<file path="src/hw/pst_pkg.sv">
// package for the program space table access block
// assumes one 20 MHz clock and an asynchronous active-high reset
package pst_pkg;

  // ****************************************
  // table operations
  // ****************************************
  typedef enum logic [1:0] {
    OP_READ_LOW   = 2'b00,
    OP_READ_HIGH  = 2'b01,
    OP_WRITE_LOW  = 2'b10,
    OP_WRITE_HIGH = 2'b11
  } pst_op_t;

  typedef enum logic {
    ST_IDLE   = 1'b0,
    ST_ACCESS = 1'b1
  } pst_state_t;

  // ****************************************
  // register map, byte addresses
  // ****************************************
  localparam logic [3:0] REG_PAGE   = 4'h0;
  localparam logic [3:0] REG_CTRL   = 4'h4;
  localparam logic [3:0] REG_STATUS = 4'h8;
  localparam logic [3:0] REG_RDATA  = 4'hc;

  // ****************************************
  // field positions and reset values
  // ****************************************
  localparam int unsigned PAGE_CFG_BIT   = 7;
  localparam int unsigned CTRL_WEN_BIT   = 0;
  localparam int unsigned STAT_BUSY_BIT  = 0;
  localparam int unsigned STAT_ERR_BIT   = 1;
  localparam int unsigned STAT_CFG_BIT   = 2;
  localparam int unsigned STAT_CNT_LSB   = 8;
  localparam logic [7:0]  PAGE_RESET     = 8'h00;
  localparam logic        CTRL_WEN_RESET = 1'b0;

  // ****************************************
  // widths
  // ****************************************
  localparam int unsigned PWORD_W = 24;
  localparam int unsigned DWORD_W = 16;
  localparam int unsigned PADDR_W = 23;

endpackage

</file>
<file path="src/hw/pst_read_format.sv">
// read lane formatter: places a program word into a data word
// assumes purely combinational use inside the table access datapath
`timescale 1ns/100ps

module pst_read_format
  import pst_pkg::*;
(
  // selection
  input  wire logic                 read_high,
  input  wire logic                 byte_mode,
  input  wire logic                 byte_sel,
  // data
  input  wire logic [PWORD_W-1:0]   pword,
  output logic      [DWORD_W-1:0]   dword
);

  always_comb begin
    dword = 16'h0000;
    if (!read_high) begin
      if (!byte_mode) begin
        dword = pword[15:0];
      end else if (byte_sel) begin
        dword = {8'h00, pword[15:8]};
      end else begin
        dword = {8'h00, pword[7:0]};
      end
    end else begin
      // phantom byte is never backed by storage
      if (!byte_mode) begin
        dword = {8'h00, pword[23:16]};
      end else if (!byte_sel) begin
        dword = {8'h00, pword[23:16]};
      end else begin
        dword = 16'h0000;
      end
    end
  end

endmodule

</file>
<file path="src/hw/pst_table_access.sv">
// program space table access datapath with avalon-mm register slave
// assumes core and program memory run on core_clk; flash timing lives elsewhere
//
// The placing of the registers and the Avalon-MM interface to the registers were left to the implementer.
`timescale 1ns/100ps

module pst_table_access
  import pst_pkg::*;
(
  // clock and reset
  input  wire logic                 core_clk,
  input  wire logic                 reset,
  // avalon-mm register slave
  input  wire logic [3:0]           avs_address,
  input  wire logic                 avs_read,
  input  wire logic                 avs_write,
  input  wire logic [31:0]          avs_writedata,
  output logic      [31:0]          avs_readdata,
  output logic                      avs_waitrequest,
  // core table instruction port
  input  wire logic                 core_valid,
  input  wire logic [1:0]           core_op,
  input  wire logic                 core_byte,
  input  wire logic [15:0]          core_addr,
  input  wire logic [DWORD_W-1:0]   core_wdata,
  output logic                      core_ready,
  output logic                      core_done,
  output logic                      core_refused,
  output logic      [DWORD_W-1:0]   core_rdata,
  // program memory and flash write latch port
  output logic                      mem_req,
  output logic                      mem_we,
  output logic                      mem_high,
  output logic                      mem_cfg,
  output logic      [PADDR_W-1:0]   mem_addr,
  output logic      [DWORD_W-1:0]   mem_wdata,
  output logic      [1:0]           mem_be,
  input  wire logic [PWORD_W-1:0]   mem_rdata,
  input  wire logic                 mem_ack
);

  // ****************************************
  // state
  // ****************************************
  typedef struct packed {
    pst_state_t          st;
    logic                wait_n;
    logic [31:0]         rdata;
    logic [7:0]          page;
    logic                wen;
    logic                err;
    logic [7:0]          count;
    logic [DWORD_W-1:0]  last_rd;
    logic                ready;
    logic                done;
    logic                refused;
    logic [DWORD_W-1:0]  crdata;
    pst_op_t             op;
    logic                bmode;
    logic                bsel;
    logic                req;
    logic                we;
    logic                high;
    logic                cfg;
    logic [PADDR_W-1:0]  addr;
    logic [DWORD_W-1:0]  wdata;
    logic [1:0]          be;
  } pst_regs_t;

  pst_regs_t           s_q;
  pst_regs_t           s_d;
  logic [DWORD_W-1:0]  fmt_data;
  pst_op_t             new_op;

  // ****************************************
  // decode helpers
  // ****************************************
  // phantom byte: high space, byte form, select one; never backed by storage
  function automatic logic is_phantom(input logic [1:0] o, input logic b, input logic sel);
    return o[0] && b && sel;
  endfunction

  // top bit unused: page bit 7 leaves separately as mem_cfg
  function automatic logic [PADDR_W-1:0] word_index(input logic [7:0]  pg,
                                                    input logic [15:0] a);
    return {1'b0, pg[6:0], a[15:1]};
  endfunction

  function automatic logic [31:0] reg_read(input pst_regs_t s, input logic [3:0] a);
    logic [31:0] v;
    v = 32'h0000_0000;
    unique case (a)
      REG_PAGE: v[7:0] = s.page;
      REG_CTRL: v[CTRL_WEN_BIT] = s.wen;
      REG_STATUS: begin
        v[STAT_BUSY_BIT] = (s.st == ST_ACCESS);
        v[STAT_ERR_BIT]  = s.err;
        v[STAT_CFG_BIT]  = s.page[PAGE_CFG_BIT];
        v[STAT_CNT_LSB +: 8] = s.count;
      end
      REG_RDATA: v[DWORD_W-1:0] = s.last_rd;
      default: v = 32'h0000_0000;
    endcase
    return v;
  endfunction

  // ****************************************
  // read formatting
  // ****************************************
  pst_read_format pst_read_format_inst (
    .read_high (s_q.op == OP_READ_HIGH),
    .byte_mode (s_q.bmode),
    .byte_sel  (s_q.bsel),
    .pword     (mem_rdata),
    .dword     (fmt_data)
  );

  assign new_op = pst_op_t'(core_op);

  // ****************************************
  // next state
  // ****************************************
  always_comb begin
    s_d         = s_q;
    s_d.done    = 1'b0;
    s_d.refused = 1'b0;
    s_d.wait_n  = 1'b0;

    // bus slave: one wait cycle, then answer; commit at the accepted edge
    if ((avs_read || avs_write) && !s_q.wait_n) begin
      s_d.wait_n = 1'b1;
      s_d.rdata  = reg_read(s_q, avs_address);
    end
    if (avs_write && s_q.wait_n) begin
      if (avs_address == REG_PAGE) begin
        s_d.page = avs_writedata[7:0];
      end
      if (avs_address == REG_CTRL) begin
        s_d.wen = avs_writedata[CTRL_WEN_BIT];
      end
      if (avs_address == REG_STATUS && avs_writedata[STAT_ERR_BIT]) begin
        s_d.err = 1'b0;
      end
    end

    unique case (s_q.st)
      ST_IDLE: begin
        // a request still held beside the done pulse is the one just finished
        if (core_valid && s_q.ready && !s_q.done) begin
          s_d.ready = 1'b0;
          s_d.op    = new_op;
          s_d.bmode = core_byte;
          s_d.bsel  = core_addr[0];
          s_d.high  = core_op[0];
          s_d.we    = core_op[1];
          s_d.cfg   = s_q.page[PAGE_CFG_BIT];
          // word index ignores address bit 0: two steps per word
          s_d.addr  = word_index(s_q.page, core_addr);
          s_d.wdata = 16'h0000;
          s_d.be    = 2'b00;
          unique case (new_op)
            OP_WRITE_LOW: begin
              if (!core_byte) begin
                s_d.wdata = core_wdata;
                s_d.be    = 2'b11;
              end else if (core_addr[0]) begin
                s_d.wdata = {core_wdata[7:0], 8'h00};
                s_d.be    = 2'b10;
              end else begin
                s_d.wdata = {8'h00, core_wdata[7:0]};
                s_d.be    = 2'b01;
              end
            end
            OP_WRITE_HIGH: begin
              // phantom byte write has no storage behind it
              if (!is_phantom(core_op, core_byte, core_addr[0])) begin
                s_d.wdata = {8'h00, core_wdata[7:0]};
                s_d.be    = 2'b01;
              end
            end
            OP_READ_LOW, OP_READ_HIGH: begin
              s_d.be = 2'b11;
            end
          endcase
          if (core_op[1] && (!s_q.wen || is_phantom(core_op, core_byte, core_addr[0]))) begin
            // refused or empty write: finish without touching flash
            s_d.done    = 1'b1;
            s_d.refused = !s_q.wen;
            // set wins over a software clear in the same cycle; a clear is kept otherwise
            s_d.err     = s_d.err || !s_q.wen;
            s_d.ready   = 1'b1;
          end else begin
            s_d.req = 1'b1;
            s_d.st  = ST_ACCESS;
          end
        end
      end
      ST_ACCESS: begin
        if (mem_ack) begin
          s_d.req   = 1'b0;
          s_d.we    = 1'b0;
          s_d.st    = ST_IDLE;
          s_d.done  = 1'b1;
          s_d.ready = 1'b1;
          s_d.count = s_q.count + 8'h01;
          if (!s_q.we) begin
            s_d.crdata  = fmt_data;
            s_d.last_rd = fmt_data;
          end
        end
      end
    endcase
  end

  // ****************************************
  // registers
  // ****************************************
  always_ff @(posedge core_clk or posedge reset) begin
    if (reset) begin
      s_q       <= '0;
      s_q.st    <= ST_IDLE;
      s_q.op    <= OP_READ_LOW;
      s_q.page  <= PAGE_RESET;
      s_q.wen   <= CTRL_WEN_RESET;
      s_q.ready <= 1'b1;
    end else begin
      s_q <= s_d;
    end
  end

  // ****************************************
  // outputs
  // ****************************************
  assign avs_readdata    = s_q.rdata;
  assign avs_waitrequest = !s_q.wait_n;
  assign core_ready      = s_q.ready;
  assign core_done       = s_q.done;
  assign core_refused    = s_q.refused;
  assign core_rdata      = s_q.crdata;
  assign mem_req         = s_q.req;
  assign mem_we          = s_q.we;
  assign mem_high        = s_q.high;
  assign mem_cfg         = s_q.cfg;
  assign mem_addr        = s_q.addr;
  assign mem_wdata       = s_q.wdata;
  assign mem_be          = s_q.be;

endmodule
</file>
<file path="config.mk">
export PLATFORM = sky130hd
export DESIGN_NAME = pst_table_access
export DESIGN_NICKNAME = d
export VERILOG_FILES = /design/src/hw/pst_pkg.sv /design/src/hw/pst_read_format.sv /design/src/hw/pst_table_access.sv
export SDC_FILE = /design/constraint.sdc
export NUM_CORES = 1
export LEC_CHECK = 0
export BUFFER_PORTS_ARGS = -buffer_cell sky130_fd_sc_hd__buf_2
export CAP_MARGIN = 10
export CORE_AREA = 8 8 109 111
export CTS_CLUSTER_SIZE = 25
export DETAILED_ROUTE_END_ITERATION = 12
export DIE_AREA = 0 0 117 119
export GPL_TIMING_DRIVEN = 1
export PLACE_DENSITY = 0.83
export SLEW_MARGIN = 20
export SYNTH_ARGS = -nofsm -noshare
export SYNTH_HDL_FRONTEND = slang
export SYNTH_HIERARCHICAL = 1
export SYNTH_SLANG_ARGS = --single-unit
export TNS_END_PERCENT = 1
</file>
<file path="constraint.sdc">
create_clock -name core_clk -period 9.8 [get_ports core_clk]
set_clock_uncertainty 0.2 [all_clocks]
set_input_delay 1.96 -clock core_clk [delete_from_list [all_inputs] [get_ports core_clk]]
set_output_delay 1.96 -clock core_clk [all_outputs]
set_load 0.01 [all_outputs]
</file>
After elaboration in Yosys (flattened, before gate mapping) --
Index checks and enable logic that the tools add are counted.
Word-level totals: register bits 103, bits of input ports 101, bits in latches 0, output and inout port bits 97, memories kept 0, bits in writable memories 0, word-level logic and storage cells 91, ROM bits 0
Operators by class: bitwise gates (word level) 2, multipliers 0, add/subtract/negate cells 1, muxes and demuxes 33, shift-type cells 0, magnitude comparators 0, reductions and logical operators 24, divide/modulo/power cells 0, equal/unequal tests 10
Operators by type and width (count):
- $mux W45 | 1
- $mux W18 | 2
- $mux W33 | 1
- $mux W16 | 2
- $pmux W16 S2 | 1
- $mux W8 | 3
- $pmux W8 S2 | 1
- $pmux W2 S3 | 2
- $mux W1 | 10
- $mux W10 | 1
- $pmux W5 S2 | 1
- $reduce_and A2 Y1 | 5
- $add A8 B1 Y8 const B | 1
- $eq A4 B4 Y1 const B | 2
- $logic_and A1 B1 Y1 | 8
- $pmux W2 S2 | 2
- $mux W3 | 2
- $ne A2 B2 Y1 const B | 3
- $reduce_and A3 Y1 | 2
- $eq A2 B1 Y1 const B | 2
- $eq A2 B2 Y1 const B | 2
- $eq A4 B3 Y1 const B | 1
- $logic_not A4 Y1 | 1
- $mux W2 | 2
- 7 further kinds | 12

Logic depth before layout (Yosys ltp) --
depth in word-level cells 8, mapped depth 6

Cells and area by module --
The synthesis kept the hierarchy.
Modules (own cells, without submodules):
- pst_table_access | cells each 471, sequential area each 2553.7 um^2, times used 1, area each 4865.9 um^2
- pst_read_format | cells each 39, sequential area each 0.0 um^2, times used 1, area each 336.6 um^2

Worst setup path before layout --
OpenSTA, ideal clock, no wires.
path type input to register, start point input port avs_address[2], end point register s_q[100] in the netlist's numbering, cell stages on the path 5, buffers on the path 2, data arrival time 3.081 ns, path slack 6.394 ns, cells stage by stage buf_6 > nor4_4 > and3_1 > buf_6 > mux2_2
Between the ends: cells in the longest elaborated chain, start to end 2
Ends and longest elaborated chain:
- start: declaration | RTL line pst_table_access.sv:14 | input wire logic [3:0] avs_address,
- $logic_not A4 Y1 | RTL line pst_table_access.sv:135 | if (avs_address == REG_PAGE) begin
- $reduce_and A2 Y1 (no source line)
- end: declaration | RTL line pst_table_access.sv:70 | pst_regs_t s_q;
No other way between the ends. A chain may end at the register's enable or synchronous reset.

Final worst setup path --
start point input port avs_address[3], end point register s_q[101] in the netlist's numbering
The elaborated chain is that of the path after synthesis.

==> results by group <==
Status
  – Outcome: finished, final reports clean

GRT
  – First-pass GRT wire length: a little under 20000 µm
  – GRT Overall Usage: 0.1821
  – Largest net degree at the start of global routing: between 60 and 70
  – Antenna violations before repair: 0
  – Via count of the first global-routing pass: slightly below 4000
  – Congestion Overflow GR: 0

Clock network
  – Number of CTS-inserted buffers: 9
  – TritonCTS Sinks: about 100
  – Post-CTS setup buffer count: 0
  – Worst-Skew Late Latency: roughly 0.36 ns
  – Clk buf depth: 2
  – # H-tree levels: 3
  – Root Driver: clkbuf_8
  – Clock slew at the register clock pins of the worst setup and hold paths: ~0.090 ns
  – Post-CTS sizing: 0
  – CTS hold repair buffers: 0
  – TritonCTS clock tree: done

Placement
  – Port Buf Inserts: about 160
  – Placed cell count: about 700
  – GP Congestion: a little over 0.8
  – HPWL after DPL: 9557 µm

Detailed routing
  – Number of nets with antenna violations after detailed routing: 0
  – Drt via density: a little over 5
  – Post-detailed-routing wire length: between 10000 and 15000 µm
  – Per-cell routed wire length: 17.08 µm
  – Post-detailed-route DRC marker count: 0
  – DR pass1 iterations: 4
  – Via Count: 3679
  – First DRT Iteration DRCs: between 200 and 250

Worst setup path
  – Endpoint of the worst-slack reg-to-reg timing path: core_rdata[15]$_DFFE_PP0P_
  – Crit path capture type: flop
  – Cell depth of the worst flop-to-flop path: 3
  – CP Max Fanout: 8
  – Reg-to-reg startpoint: s_q[135]$_DFF_PP0_
  – Worst path arrival time: approximately 3.5 ns
  – Setup slack of the worst register-to-register path: 7.72 ns
  – Critical path required time: just under 10 ns
  – Crit start category: primary input
  – Critical path class: in2reg

Pwr
  – Combinational Power Share: 0.356
  – Switching part of the total power: 0.3748
  – Internal Dissipation: 0.0009204 W
  – Power dissipated by switching net loads: 0.0005517 W
  – Clock power share: 0.182
  – Leakage power total: 2.926 nW
  – Total power density per cell area: about 260 nW/µm²
  – Peak VDD IR: about 140 µV
  – Seq pwr share: 0.462

Cells and area
  – Count of nets after finishing: ~690
  – Antenna diode count: 0
  – Area overhead of the layout relative to synthesis: 8.009%
  – Share of final-layout standard cells stronger than drive strength 1: 0.3690
  – Final cell count without fillers: approximately 720

Timing
  – Final setup violating endpoints: 0
  – Final hold violation count: 0
  – Upper clock frequency limit: around 290 MHz
  – Portion of the clock cycle consumed by the worst path in the final layout: 0.3468
  – Remaining max-slew budget at the tightest pin: 0.4331
  – Unrepaired setup endpoints after global routing: false
  – Setup TNS: 0 ns
  – Worst hold slack: about 0.28 ns
  – Slew @ Worst Pin: roughly 0.85 ns
  – Count of final max-slew check failures: 0
  – Clock period minus final worst setup slack: roughly 3.4 ns

Floorplanning
  – Die Footprint: between 10000 and 15000 µm²
  – I/O pin count: between 150 and 200
  – Core footprint: between 10000 and 15000 µm²
  – Vertical die dimension: roughly 120 µm
  – Die width: roughly 120 µm
  – Site row count: 37
  – Starting density of the core: 0.5155

Synth
  – Number of flops mapped to enable cells by yosys: 0
  – Netlist cell types: between 40 and 50
  – Ys async rst share: 1.000
  – Netlist Area Pre-Place: between 5000 and 6000 µm²
  – Syn avg cell area: 10.20 µm²
  – Number of warnings printed during yosys synthesis: 6
  – Cell type with the largest total area after synthesis: dfrtp_1
  – Leading post-synthesis cells by cell area: dfrtp_1, buf_4, nand2_1, mux2_2, nor2_1
  – Flip-flop and latch count after synthesis: ~100
  – Post-synth top flop: dfrtp_1
  – Proportion of netlist area held by the largest area contributor: 0.4858
  – Sequential-to-total area share from yosys stat: 0.4909
  – Cell count after synthesis: 510

Hold path
  – Kind of path behind the tightest hold check: reg2reg
  – WHS Path Cells: 2
  – Worst hold path endpoint: mem_addr[4]$_DFFE_PP0P_
  – HP Start: mem_addr[4]$_DFFE_PP0P_

Job
  – Max-cap violations: 0
stage by stage:
| stage | setup WS, ns | util | area (µm²) | total power (W) |
|---|---|---|---|---|
| finish | 6.401 | 0.5568 | 5619 | 0.001472 |
| global placement | 6.074 | 0.5372 | 5421 | 0.001191 |
| CTS | 6.442 | 0.5568 | 5619 | 0.001490 |
| detailed placement | 6.038 | 0.5372 | 5421 | 0.001217 |
| global route | 6.370 | 0.5568 | 5619 | 0.001571 |
| floorplan | 4.966 | - | 5263 | 0.001147 |
cells in the mapped netlist (2+ instances only):
library cell,count
a21oi_1,10
a221oi_1,13
a22o_1,8
a31oi_1,2
and2_1,11
and3_1,3
buf_2,6
buf_4,91
buf_6,7
clkbuf_1,10
dfrtp_1,101
inv_1,6
mux2_2,27
mux2i_1,8
nand2_1,101
nand3_1,3
nand4_1,6
nand4b_1,8
nor2_1,31
nor2b_1,9
o21ai_0,12
o21ai_2,8
xnor2_1,7
kinds of logic (layout without fill, tap and decap cells):
| group | after synthesis | after routing | synth area share |
|---|---|---|---|
| muxes | 36 | 36 | 0.07889 |
| AOI/OAI and AO/OA | 60 | 60 | 0.08298 |
| DFF | 102 | 102 | 0.4909 |
| adders and majority gates | 1 | 1 | 0.002405 |
| and+or+nand+nor | 183 | 183 | 0.1686 |
| xor gates and xnor gates | 7 | 7 | 0.01178 |
| buffers and inverters | 120 | 182 | 0.1638 |
| other | 1 | 17 | 0.0007208 |
layer usage:
metal / global-route usage / wire [µm] / vias to the layer above
li1: - / - / 1751
met1: 0.2292 / 5315 / 1770
met2: 0.2853 / 5784 / 132
met3: 0.05053 / 909 / 26
met4: 0.08086 / 354 / 0
met5: 0 / 0 / -
worst max path at each step:
stage                              start                          end  slack (ns)  cells past startpoint
after floorplan                    reset  avs_readdata[0]$_DFFE_PP0P_        4.97                      1
after global placement    avs_address[3]         s_q[100]$_DFFE_PP0P_        6.07                      4
after detailed placement  avs_address[3]         s_q[101]$_DFFE_PP0P_        6.04                      4
after CTS                 avs_address[3]         s_q[101]$_DFFE_PP0P_        6.44                      4
after global routing      avs_address[3]         s_q[100]$_DFFE_PP0P_        6.37                      4
final                     avs_address[3]         s_q[101]$_DFFE_PP0P_        6.40                      4
critical path, cell delays in order:
cell and delay [ns]:
buf_2 0.16, nor4_4 0.48, and3_1 0.46, mux2_2 0.39
power groups by stage:
stage               Sequential, W  Clock [W]  Combinational, W
detailed placement       0.000687          0          0.000530
finish                   0.000681   0.000268          0.000524
global placement         0.000678          0          0.000513
CTS                      0.000680   0.000276          0.000534
floorplan                0.000647          0          0.000501
global route             0.000701   0.000291          0.000578
state kept, by name, summed over array words and instances (netlist names):
name and flops:
mem_be 2, core_ready 1, core_refused 1, mem_addr 22, mem_req 1, core_done 1
mem_cfg 1, mem_wdata 16, core_rdata 16, s_q 24, avs_readdata 16, mem_we 1
final cells by class:
class                           instances  area, µm²
Clock inverter                          5      56.30
Sequential cell                       102       2554
Clock buffer                           11      141.4
Multi-Input combinational cell        304       1862
Fill cell                             943       4473
Timing Repair Buffer                  160      810.8
Tap cell                              136      170.2
Inverter                                6      25.02
cells in the final DEF, fill, tap and decap left out, types with 7 or more instances in the layout:
master	netlist	layout
buf_2	6	156
mux2i_1	8	8
mux2_2	27	27
xnor2_1	7	7
clkbuf_8	0	10
conb_1	1	17
dfrtp_1	101	101
a22o_1	8	8
o21ai_2	8	8
nor2b_1	9	9
a21oi_1	10	10
nor2_1	31	31
o21ai_0	12	12
nand4b_1	8	8
nand2_1	101	101
and2_1	11	11
a221oi_1	13	13
Power figures use the tool's default switching activity.
